**src/rtl/charger_pkg.sv**
```systemverilog
package charger_pkg;
	// Register map
	localparam int ADDR_W = 8;
	localparam int DATA_W = 8;
	localparam logic [7:0] ADDR_POWER_ON_CONFIG = 8'h01;
	localparam logic [7:0] ADDR_CHARGE_CURRENT_CONTROL = 8'h02;
	localparam logic [7:0] ADDR_DISCHARGE_TERMINATION_CURRENT = 8'h03;
	localparam logic [7:0] ADDR_CHARGE_VOLTAGE_CONTROL = 8'h04;
	localparam logic [7:0] RST_POWER_ON_CONFIG = 8'hac;
	localparam logic [7:0] RST_CHARGE_CURRENT_CONTROL = 8'h0f;
	localparam logic [7:0] RST_DISCHARGE_TERMINATION_CURRENT = 8'h91;
	localparam logic [7:0] RST_CHARGE_VOLTAGE_CONTROL = 8'ha3;
	// Field positions
	localparam int HOLD_SEL_MSB = 7;
	localparam int HOLD_SEL_LSB = 6;
	localparam int OFF_SEL_BIT = 5;
	localparam int INPUT_PATH_OFF_BIT = 4;
	localparam int CHARGE_INHIBIT_BIT = 3;
	localparam int UNDERVOLTAGE_MSB = 2;
	localparam int RESTORE_BIT = 7;
	localparam int WATCHDOG_RESTART_BIT = 6;
	localparam int CHARGE_CURRENT_MSB = 5;
	localparam int DISCHARGE_LIMIT_MSB = 7;
	localparam int DISCHARGE_LIMIT_LSB = 4;
	localparam int TERMINATION_MSB = 3;
	localparam int TARGET_VOLTAGE_MSB = 7;
	localparam int TARGET_VOLTAGE_LSB = 2;
	localparam int PRECHARGE_EXIT_BIT = 1;
	localparam int REFILL_MARGIN_BIT = 0;
	// Code limits
	localparam logic [5:0] CHARGE_CURRENT_MAX_CODE = 6'h38;
	localparam logic [3:0] DISCHARGE_LIMIT_MIN_CODE = 4'h1;
	// Timing
	localparam int CLK_PERIOD_NS = 10;
	localparam int SECOND_NS = 1000000000;
	localparam int SECOND_CYCLES = SECOND_NS / CLK_PERIOD_NS;
	localparam logic [4:0] HOLD_BASE_S = 5'h08;
	localparam logic [4:0] HOLD_STEP_S = 5'h04;
	localparam logic [4:0] OFF_SHORT_S = 5'h02;
	localparam logic [4:0] OFF_LONG_S = 5'h04;
	// Battery-cut sequencer states
	typedef enum logic [0:0] {
		cut_watch = 1'b0,
		cut_off = 1'b1
	} cut_state_type;
endpackage : charger_pkg
```
**src/rtl/battery_cut_if.sv**
```systemverilog
`timescale 1ns/1ps
interface battery_cut_if;
	logic [1:0] hold_sel;
	logic off_sel;
	logic switch_off;
	modport config_side (output hold_sel, output off_sel, input switch_off);
	modport timer_side (input hold_sel, input off_sel, output switch_off);
endinterface : battery_cut_if

```
**src/rtl/battery_cut_timer.sv**
```systemverilog
`timescale 1ns/1ps
module battery_cut_timer #(
	parameter int second_cycles = charger_pkg::SECOND_CYCLES
) (
	// Clock and reset
	input wire logic clk,
	input wire logic rst_n,
	// Alert line from the far party
	input wire logic alert_n,
	// Settings in, switch state out
	battery_cut_if.timer_side cut
);
	initial
	begin
		if (second_cycles < 2)
			$error("second_cycles must be at least 2");
	end

	function automatic logic [4:0] hold_seconds(input logic [1:0] sel);
		hold_seconds = charger_pkg::HOLD_BASE_S + 5'(charger_pkg::HOLD_STEP_S * 5'(sel));
	endfunction : hold_seconds

	charger_pkg::cut_state_type state;
	charger_pkg::cut_state_type next_state;
	logic [31:0] cycle_count;
	logic [4:0] seconds;
	logic second_tick;
	logic [4:0] seconds_plus;
	logic [4:0] hold_target;
	logic [4:0] off_target;
	logic restart_count;

	// Second prescaler taps and targets
	assign second_tick = (cycle_count == 32'(second_cycles - 1));
	assign seconds_plus = seconds + 5'h01;
	assign hold_target = hold_seconds(cut.hold_sel);
	assign off_target = cut.off_sel ? charger_pkg::OFF_LONG_S : charger_pkg::OFF_SHORT_S;
	assign cut.switch_off = (state == charger_pkg::cut_off);

	// Hold time ends the watch, off time ends the cut
	always_comb
	begin
		next_state = state;
		restart_count = 1'b0;
		unique case (state)
			charger_pkg::cut_watch:
			begin
				if (alert_n)
					restart_count = 1'b1;
				else if (second_tick && seconds_plus == hold_target)
				begin
					next_state = charger_pkg::cut_off;
					restart_count = 1'b1;
				end
			end
			charger_pkg::cut_off:
			begin
				// Alert level is ignored while off
				if (second_tick && seconds_plus == off_target)
				begin
					next_state = charger_pkg::cut_watch;
					restart_count = 1'b1;
				end
			end
		endcase
	end

	// State and counters
	always_ff @(posedge clk)
	begin
		if (!rst_n)
		begin
			state <= charger_pkg::cut_watch;
			cycle_count <= 32'h0000_0000;
			seconds <= 5'h00;
		end
		else
		begin
			state <= next_state;
			cycle_count <= (restart_count || second_tick) ? 32'h0000_0000 : cycle_count + 32'h0000_0001;
			seconds <= restart_count ? 5'h00 : (second_tick ? seconds_plus : seconds);
		end
	end
endmodule : battery_cut_timer

```
**src/rtl/charger_config_registers.sv**
```systemverilog
`timescale 1ns/1ps
// Summary of operation
// - Hold select picks 8/12/16/20 s cut
// - Off select picks 2 s or 4 s
// - Input path bit turns regulator switch off
// - Charge inhibit defaults set, blocks charging
// - Three-bit battery undervoltage level code
// - Restore bit reloads defaults; restart kicks watchdog
// - Six-bit fast-charge current, max code 111000
// - Discharge limit and termination current codes
// - Six-bit battery target voltage code
// - Precharge exit level select bit
// - Refill margin select bit
// - Restore and watchdog expiry reload defaults
// - Long alert low cuts switch, auto-restores
module charger_config_registers #(
	parameter int second_cycles = charger_pkg::SECOND_CYCLES
) (
	// Clock and reset
	input wire logic clk,
	input wire logic rst_n,
	// Byte register port from the serial engine
	input wire logic wr_en,
	input wire logic rd_en,
	input wire logic [charger_pkg::ADDR_W-1:0] addr,
	input wire logic [charger_pkg::DATA_W-1:0] wdata,
	output logic [charger_pkg::DATA_W-1:0] rdata,
	// Watchdog link
	input wire logic watchdog_expiry,
	output logic watchdog_restart,
	// Alert line and battery switch
	input wire logic alert_n,
	output logic power_switch_off,
	// Settings to the analog loops
	output logic input_path_off,
	output logic charge_inhibit,
	output logic [2:0] battery_undervoltage_level,
	output logic [5:0] charge_current,
	output logic [3:0] discharge_limit,
	output logic [3:0] termination_current,
	output logic [5:0] battery_target_voltage,
	output logic precharge_exit_level,
	output logic refill_margin
);
	initial
	begin
		if (charger_pkg::ADDR_W != 8 || charger_pkg::DATA_W != 8)
			$error("register port must be byte wide");
	end

	logic [7:0] power_on_config;
	logic [5:0] charge_current_code;
	logic [7:0] discharge_termination_current;
	logic [7:0] charge_voltage_control;
	logic [7:0] next_rdata;

	// Write decode
	wire write_power = wr_en && (addr == charger_pkg::ADDR_POWER_ON_CONFIG);
	wire write_current = wr_en && (addr == charger_pkg::ADDR_CHARGE_CURRENT_CONTROL);
	wire write_discharge = wr_en && (addr == charger_pkg::ADDR_DISCHARGE_TERMINATION_CURRENT);
	wire write_voltage = wr_en && (addr == charger_pkg::ADDR_CHARGE_VOLTAGE_CONTROL);
	wire restore = write_current && wdata[charger_pkg::RESTORE_BIT];
	wire reload = restore || watchdog_expiry;

	// Restart is a pulse; the bit itself is never stored
	assign watchdog_restart = write_current && wdata[charger_pkg::WATCHDOG_RESTART_BIT] && !watchdog_expiry;

	// Registers; any reload beats a plain write in the same cycle
	always_ff @(posedge clk)
	begin
		if (!rst_n || reload)
		begin
			power_on_config <= charger_pkg::RST_POWER_ON_CONFIG;
			charge_current_code <= charger_pkg::RST_CHARGE_CURRENT_CONTROL[charger_pkg::CHARGE_CURRENT_MSB:0];
			discharge_termination_current <= charger_pkg::RST_DISCHARGE_TERMINATION_CURRENT;
			charge_voltage_control <= charger_pkg::RST_CHARGE_VOLTAGE_CONTROL;
		end
		else
		begin
			if (write_power)
				power_on_config <= wdata;
			if (write_current)
				charge_current_code <= wdata[charger_pkg::CHARGE_CURRENT_MSB:0];
			if (write_discharge)
				discharge_termination_current <= wdata;
			if (write_voltage)
				charge_voltage_control <= wdata;
		end
	end

	// Read mux; control bits of the current register read zero
	always_comb
	begin
		next_rdata = 8'h00;
		if (rd_en)
		begin
			if (addr == charger_pkg::ADDR_POWER_ON_CONFIG)
				next_rdata = power_on_config;
			else if (addr == charger_pkg::ADDR_CHARGE_CURRENT_CONTROL)
				next_rdata = {2'b00, charge_current_code};
			else if (addr == charger_pkg::ADDR_DISCHARGE_TERMINATION_CURRENT)
				next_rdata = discharge_termination_current;
			else if (addr == charger_pkg::ADDR_CHARGE_VOLTAGE_CONTROL)
				next_rdata = charge_voltage_control;
		end
	end

	// Read data register, held between reads
	always_ff @(posedge clk)
	begin
		if (!rst_n)
			rdata <= 8'h00;
		else if (rd_en)
			rdata <= next_rdata;
	end

	// Field outputs; unsupported codes are clamped so the loops never see them
	assign input_path_off = power_on_config[charger_pkg::INPUT_PATH_OFF_BIT];
	assign charge_inhibit = power_on_config[charger_pkg::CHARGE_INHIBIT_BIT];
	assign battery_undervoltage_level = power_on_config[charger_pkg::UNDERVOLTAGE_MSB:0];
	assign charge_current = (charge_current_code > charger_pkg::CHARGE_CURRENT_MAX_CODE)
		? charger_pkg::CHARGE_CURRENT_MAX_CODE : charge_current_code;
	wire [3:0] discharge_code = discharge_termination_current[charger_pkg::DISCHARGE_LIMIT_MSB:charger_pkg::DISCHARGE_LIMIT_LSB];
	assign discharge_limit = (discharge_code < charger_pkg::DISCHARGE_LIMIT_MIN_CODE)
		? charger_pkg::DISCHARGE_LIMIT_MIN_CODE : discharge_code;
	assign termination_current = discharge_termination_current[charger_pkg::TERMINATION_MSB:0];
	assign battery_target_voltage =
		charge_voltage_control[charger_pkg::TARGET_VOLTAGE_MSB:charger_pkg::TARGET_VOLTAGE_LSB];
	assign precharge_exit_level = charge_voltage_control[charger_pkg::PRECHARGE_EXIT_BIT];
	assign refill_margin = charge_voltage_control[charger_pkg::REFILL_MARGIN_BIT];

	// Battery-cut sequencer
	battery_cut_if cut ();
	assign cut.hold_sel = power_on_config[charger_pkg::HOLD_SEL_MSB:charger_pkg::HOLD_SEL_LSB];
	assign cut.off_sel = power_on_config[charger_pkg::OFF_SEL_BIT];
	assign power_switch_off = cut.switch_off;

	battery_cut_timer #(
		.second_cycles(second_cycles)
	) cut_timer (
		.clk(clk),
		.rst_n(rst_n),
		.alert_n(alert_n),
		.cut(cut.timer_side)
	);
endmodule : charger_config_registers

```
**config.mk**
```make
export PLATFORM = sky130hd
export DESIGN_NAME = charger_config_registers
export DESIGN_NICKNAME = d
export VERILOG_FILES = /design/src/rtl/charger_pkg.sv /design/src/rtl/battery_cut_if.sv /design/src/rtl/battery_cut_timer.sv /design/src/rtl/charger_config_registers.sv
export SDC_FILE = /design/constraint.sdc
export NUM_CORES = 1
export LEC_CHECK = 0
export ABC_AREA = 1
export ABC_CLOCK_PERIOD_IN_PS = 1800
export BUFFER_PORTS_ARGS = -buffer_cell sky130_fd_sc_hd__buf_4
export CAP_MARGIN = 20
export CORE_MARGIN = 2
export CORE_UTILIZATION = 30
export CTS_CLUSTER_SIZE = 12
export DETAILED_ROUTE_END_ITERATION = 8
export RECOVER_POWER = 100
export SLEW_MARGIN = 20
export SYNTH_ARGS = -nofsm -noshare
export SYNTH_HDL_FRONTEND = slang
export SYNTH_SLANG_ARGS = --single-unit
export TNS_END_PERCENT = 30
```
**constraint.sdc**
```tcl
create_clock -name clk -period 1.8 [get_ports clk]
set_input_delay 0.09 -clock clk [delete_from_list [all_inputs] [get_ports clk]]
set_output_delay 0.09 -clock clk [all_outputs]
set_load 0.01 [all_outputs]
```
### Word-level counts from Yosys, hierarchy flattened

Index checks and enable logic that the tools add are counted.

| word-level totals | value |
|---|---|
| word-level logic and storage cells | 52 |
| bits in registers | 76 |
| bits of input ports | 22 |
| output and inout port bits | 37 |

| operators by class | value |
|---|---|
| reduce and logical (&&, ||, !) cells | 16 |
| mux-type cells | 14 |
| eq/ne operators | 7 |
| $lt $le $gt $ge | 2 |
| $add $sub $neg | 3 |
| bitwise gates (word level) | 2 |

Operators by type and width:

| operator | count |
|---|---|
| 32-bit by 1-bit adder with 32-bit output, second input constant | 1 |
| 32-bit by 27-bit == test with 1-bit output, second input constant | 1 |
| 8-bit two-way mux | 4 |
| 8-bit by 2-bit == test with 1-bit output, second input constant | 2 |
| 5-bit == test | 2 |
| 1-bit logical AND | 9 |
| 8-bit by 1-bit == test with 1-bit output, second input constant | 1 |
| 8-bit by 3-bit == test with 1-bit output, second input constant | 1 |
| 6-bit greater-than comparator, second input constant | 1 |
| 6-bit two-way mux | 1 |
| 4-bit by 4-bit adder with 5-bit output, first input constant | 1 |
| 5-bit by 1-bit adder with 5-bit output, second input constant | 1 |
| 1-bit two-way mux | 5 |
| 4-bit by 1-bit < comparator with 1-bit output, second input constant | 1 |
| 4-bit two-way mux | 1 |
| 1-bit one-hot mux with 2 select lines | 2 |
| 2-bit OR reduction | 2 |
| 1-bit logical OR | 3 |
| 3-bit two-way mux | 1 |
| 1-bit logical NOT | 2 |
| 1-bit NOT | 2 |

### Longest topological paths before layout

| logic depth | value |
|---|---|
| word-level depth | 8 |
| mapped depth | 13 |
| depth with buffers taken out | 13 |

### Modules after synthesis

From an unflattened synthesis, not the netlist that was laid out.

| unflattened totals | value |
|---|---|
| cells, all modules | 598 |
| area total of the unflattened synthesis | 4,226.6 um^2 |

By module, submodules not included:

| module | cells an instance | area an instance (um^2) | times used | seq. area each (um^2) |
|---|---|---|---|---|
| battery_cut_timer | 335 | 2,273.4 | 1 | 760.7 |
| charger_config_registers | 263 | 1,953.1 | 1 | 760.7 |

### Worst setup path after synthesis

No wires, ideal clock.

| path | value |
|---|---|
| path type | register to register |
| start | reg cut_timer.cycle_count[0] |
| end | reg cut_timer.seconds[0] |
| period minus slack after synthesis | 1.570 ns |
| required time | 1.690 ns |
| path slack | 0.230 ns |
| stages on the path, launching flop included | 11 |
| setup time | 0.110 ns |
| buffers on the path | 0 |
| arrival time | 1.459 ns |
| path through | dfxtp_1 > ha_1 > nand3_4 > nor2_4 > nand2_2 > nor2_8 > nand3_1 > nand2_1 > nand2_2 > nand2_4 > nor2_1 |

| on the way | value |
|---|---|
| cells in the longest elaborated chain, start to end | 6 |
| elaborated cells between the ends (all ways) | 8 |
| those cells by class | eq/ne (1); mux (4); reduce/logical (3) |

RTL lines:

| what | line | RTL |
|---|---|---|
| start: declaration | battery_cut_timer.sv:25 | `logic [31:0] cycle_count;` |
| start signal: assignment | battery_cut_timer.sv:80 | `cycle_count <= (restart_count \|\| second_tick) ? 32'h0000_0000 : cycle_count + 32'h0000_0001;` |
| 32-bit by 27-bit == test with 1-bit output (*) | battery_cut_timer.sv:34 | `assign second_tick = (cycle_count == 32'(second_cycles - 1));` |
| 1-bit logical AND | battery_cut_timer.sv:50 | `else if (second_tick && seconds_plus == hold_target)` |
| 1-bit two-way mux | battery_cut_timer.sv:50 |  |
| 1-bit two-way mux | battery_cut_timer.sv:48 | `if (alert_n)` |
| 1-bit one-hot mux with 2 select lines | battery_cut_timer.sv:45 | `unique case (state)` |
| 2-bit OR reduction (no line) | -- |  |
| end signal: assignment | battery_cut_timer.sv:81 | `seconds <= restart_count ? 5'h00 : (second_tick ? seconds_plus : seconds);` |
| end: declaration | battery_cut_timer.sv:26 | `logic [4:0] seconds;` |

Mark *: on every way between the ends. The rest lies on a longest branch, timed or not.
A chain may end at the register's enable or synchronous reset.

### Final worst setup path

| path | value |
|---|---|
| start | reg cut_timer.cycle_count[10] |
| end | reg cut_timer.cycle_count[29] |

| on the way | value |
|---|---|
| cells in the longest elaborated chain, start to end | 7 |
| elaborated cells between the ends (all ways) | 10 |
| those cells by class | add/sub (1); eq/ne (1); mux (4); reduce/logical (4) |

RTL lines:

| what | line |
|---|---|
| 32-bit by 27-bit == test with 1-bit output | battery_cut_timer.sv:34 |
| 1-bit logical AND | battery_cut_timer.sv:50 |
| 1-bit two-way mux | battery_cut_timer.sv:50 |
| 1-bit two-way mux | battery_cut_timer.sv:48 |
| 1-bit one-hot mux with 2 select lines | battery_cut_timer.sv:45 |
| 1-bit logical OR | battery_cut_timer.sv:80 |
| 2-bit OR reduction (no line) | -- |

Parallel ways exist; a longest one is shown, timed or not.

==> results list <==
- The die covers 14,900 sq um.
- Setup_tns: 0 ns
- Of all nets on the critical path, the largest fanout is 5.
- Die width: 122 um
- In this run the mean area of a mapped cell was 6.84 sq um.
* Portion of the clock cycle consumed by the worst path in the final layout: 92.2%
* Root Buffer Master: sky130_fd_sc_hd__clkbuf_16
- STA classifies the critical path startpoint as a flip-flop.
- The synthesized netlist devotes 10.1% of its cell area to compound gates.
* Post-synthesis register bit count: 76
- Unique cell type count in the Yosys netlist: 41
- The region available for standard cell placement spans 13,800 sq um.
- Worst hold-check slack: 0.0510 ns
- Summing the areas of all and, or, nand and nor instances in the mapped netlist gives 39.1% of the synthesized area.
- Post-CTS setup buffer count: 0
- The tightest min-delay check is of the primary input to flip-flop type.
* Most common cell after layout, fill and taps aside: sky130_fd_sc_hd__nand2_1
- Iteration-0 DRC count of the detailed router: 251
- Max-cap violations in this run came to 0.
- Measured on the finished design, the core utilization comes to 36.2%.
- Combined area of the multi-input logic cells: 2200 sq um
- Number of buffers created by CTS: 9
- Req. time, crit path: 2.07 ns
* Total count of max-transition violations in the final report: 0
- TritonCTS built the clock tree.
* Number of buffers on the longest clock path: 2
- When the netlist entered floorplanning its net count stood at 638.
- Clk sink count: 76
- In this run the static leakage power is 2.04 nW.
- The first TritonRoute pass finished after 4 iterations.
- Dominant combinational cell family by area after synthesis: simple AND/OR/NAND/NOR gates
- DP Worst Slack: 0.0926 ns
- Measured against its own limit, the worst slew margin works out to 64.1%.
* Total of fill cells in the finished design: 1,549
- Detailed routing inserted a total of 3,997 vias.
- Met1 layer wirelength in the final routing: 5190 um
- Clock skew on the completed layout was measured at 0.00796 ns.
* Type of the worst setup path: flip-flop to flip-flop
- # setup viols final: 0
- Cell Rows: 43
* Number of antenna violations at the first check in global routing: 0
- Latest clock arrival within the worst-skew pair: 0.34 ns
* DRC errors left: 0
- The Yosys step of the flow raised 0 warnings.
- Fin crit period: 1.66 ns
- After detailed routing, the number of vias per cell comes to 4.65.
- Number of nets in the final layout: 699
- In the detailed route, the total length drawn on met2 is 4910 um.
- Summing the sequential cell areas from Yosys gives 36.3% of the chip area.
- Last weighted congestion value of the routability-driven placer: 0.854
- Measured against the total synthesized area, the mux share comes to 0%.
* Maximum number of pins on one net before global-route repair: 17
- During placement, the flow inserted port buffers numbering 58.
- Capturing element type of the critical path: flip-flop
* Initial core utilization: 30.4%
- 59 I/O pins were placed.
- The via count of the first global-routing pass was 3,736.
- Once detail routing completed, the nets flagged for antenna violations numbered 0.
* Synthesized instance count: 613
- Arrival time at the worst endpoint: 1.93 ns
- Transition at the pin with the smallest max-transition slack: 0.537 ns
* Post-synthesis to final-layout area growth: 19.0%
- Clk pin slew, worst setup/hold paths: 0.06 ns
- Across all setup checks in the final design, the least slack found is 0.141 ns.
* Estimated wirelength of the detail-placed design: 8610 um
- Proportion of layout cells with a drive suffix above 1: 13.8%
- The final hold violation count came to 0.
- Antenna cells: 0
- The clock tree synthesis step divided the H-tree into 3 levels.
- Post-synthesis instance area: 4190 sq um
- Of the total synthesized cell area, the portion taken by XOR and XNOR cells is 2.30%.
- In the final routed layout, each cell accounts on average for 12.6 um.
- Area occupied by registers: 1520 sq um
- Status: complete, no violations
- Maximum vdd drop: 0.000428 V
- Derived from the worst setup path, the maximum achievable clock frequency is 0.603 GHz.
* Congestion Overflow GR: 0
- Adder-Cell Fraction of Synth Area: 0.896%
* Total power per unit cell area: 714 nW/um^2
* Highest routed metal layer: met4
- From bottom edge to top edge, the die measures 122 um.
- Total length of routed met3 wires: 587 um
- Summed over all layers, the routed wires come to 10,900 um.
- Global routing used 15.4% of the available tracks.
* Most frequent cells in the layout: sky130_fd_sc_hd__nand2_1, sky130_fd_sc_hd__inv_1, sky130_fd_sc_hd__nor2_1
- First-pass GRT wire length: 18,200 um
## power by group
part	internal, mW	switching [mW]	leakage [nW]	total, mW
Sequential	1.69	0.00827	0.615	1.70
Clock	0.968	0.721	0.138	1.69
Combinational	0.0661	0.104	1.28	0.170
## final cells by class
cell class	count	share of cell area, %
Clock buffer	10	4.79
Clock inverter	6	0.803
Inverter	90	6.77
Multi-Input combinational cell	424	44.2
Sequential cell	76	30.5
Tap cell	180	4.52
Timing Repair Buffer	73	8.38
## through the flow
stage | cells | total power [mW] | cell area, sq um
after floorplan | 613 | 1.83 | 4190
after global placement | 843 | 1.92 | 4860
after detailed placement | 843 | 1.92 | 4860
after CTS | 859 | 3.61 | 5130
after global routing | 859 | 3.69 | 4990
final | 859 | 3.56 | 4990
## cell usage after synthesis (all sizes together)
cell type,number,area (sq um)
xor2,7,61.3
a31oi,1,6.26
or2,6,37.5
ha,3,37.5
o22ai,2,12.5
nor2,92,399
nand3b,2,15.0
a21oi,32,168
dfxtp,76,1520
o31ai,2,15.0
xnor2,4,35.0
clkbuf,9,33.8
nand3,42,235
nor3b,4,40.0
inv,90,338
a211oi,8,60.1
o21ai,10,50.1
nand2,145,582
o211ai,15,113
nand4,20,140
nor4,5,52.6
buf,14,100
nor3,23,130
nor4b,1,8.76
## sequential cells by signal, summed over array words and instances (netlist names)
signal                         count
cut_timer.cycle_count             32
cut_timer.seconds                  5
discharge_termination_current      8
charge_voltage_control             8
rdata                              8
cut_timer.cut.switch_off           1
power_on_config                    8
charge_current_code                6
## per-layer routing
metal	vias to the layer above	global-route usage, %
li1	2098	-
met1	1792	21.0
met2	92	24.0
met3	15	3.28
met4	0	5.32
met5	-	0
## worst max-delay path, stage by stage (launching register included)
cell	delay [ns]
sky130_fd_sc_hd__dfxtp_1	0.41
sky130_fd_sc_hd__nand2_1	0.15
sky130_fd_sc_hd__nor2_1	0.24
sky130_fd_sc_hd__nand3_1	0.11
sky130_fd_sc_hd__nor3_1	0.40
sky130_fd_sc_hd__nand3_1	0.14
sky130_fd_sc_hd__a21oi_1	0.15
## path summary, 6_finish.rpt
path / from / endpoint / slack (ns) / depth (start not counted)
max: cut_timer.cycle_count[10] / cut_timer.cycle_count[29] / 0.14 / 6
min: wdata[4] / charge_current_code[4] / 0.05 / 3
max reg2reg: cut_timer.cycle_count[10] / cut_timer.cycle_count[29] / 0.14 / 6
min reg2reg: charge_voltage_control[2] / charge_voltage_control[2] / 0.48 / 2
## timing repair
action,in CTS,in global routing
setup endpoints to repair,0,7
gates resized for setup,0,5
hold buffers,0,0
## kinds of logic after synthesis
kind of cell | Yosys count
flops | 76
xor+xnor | 11
simple gates | 340
fa+ha+maj | 3
compound gates | 70
buf+inv | 113
Note: power is estimated with default switching activity, not from simulation.
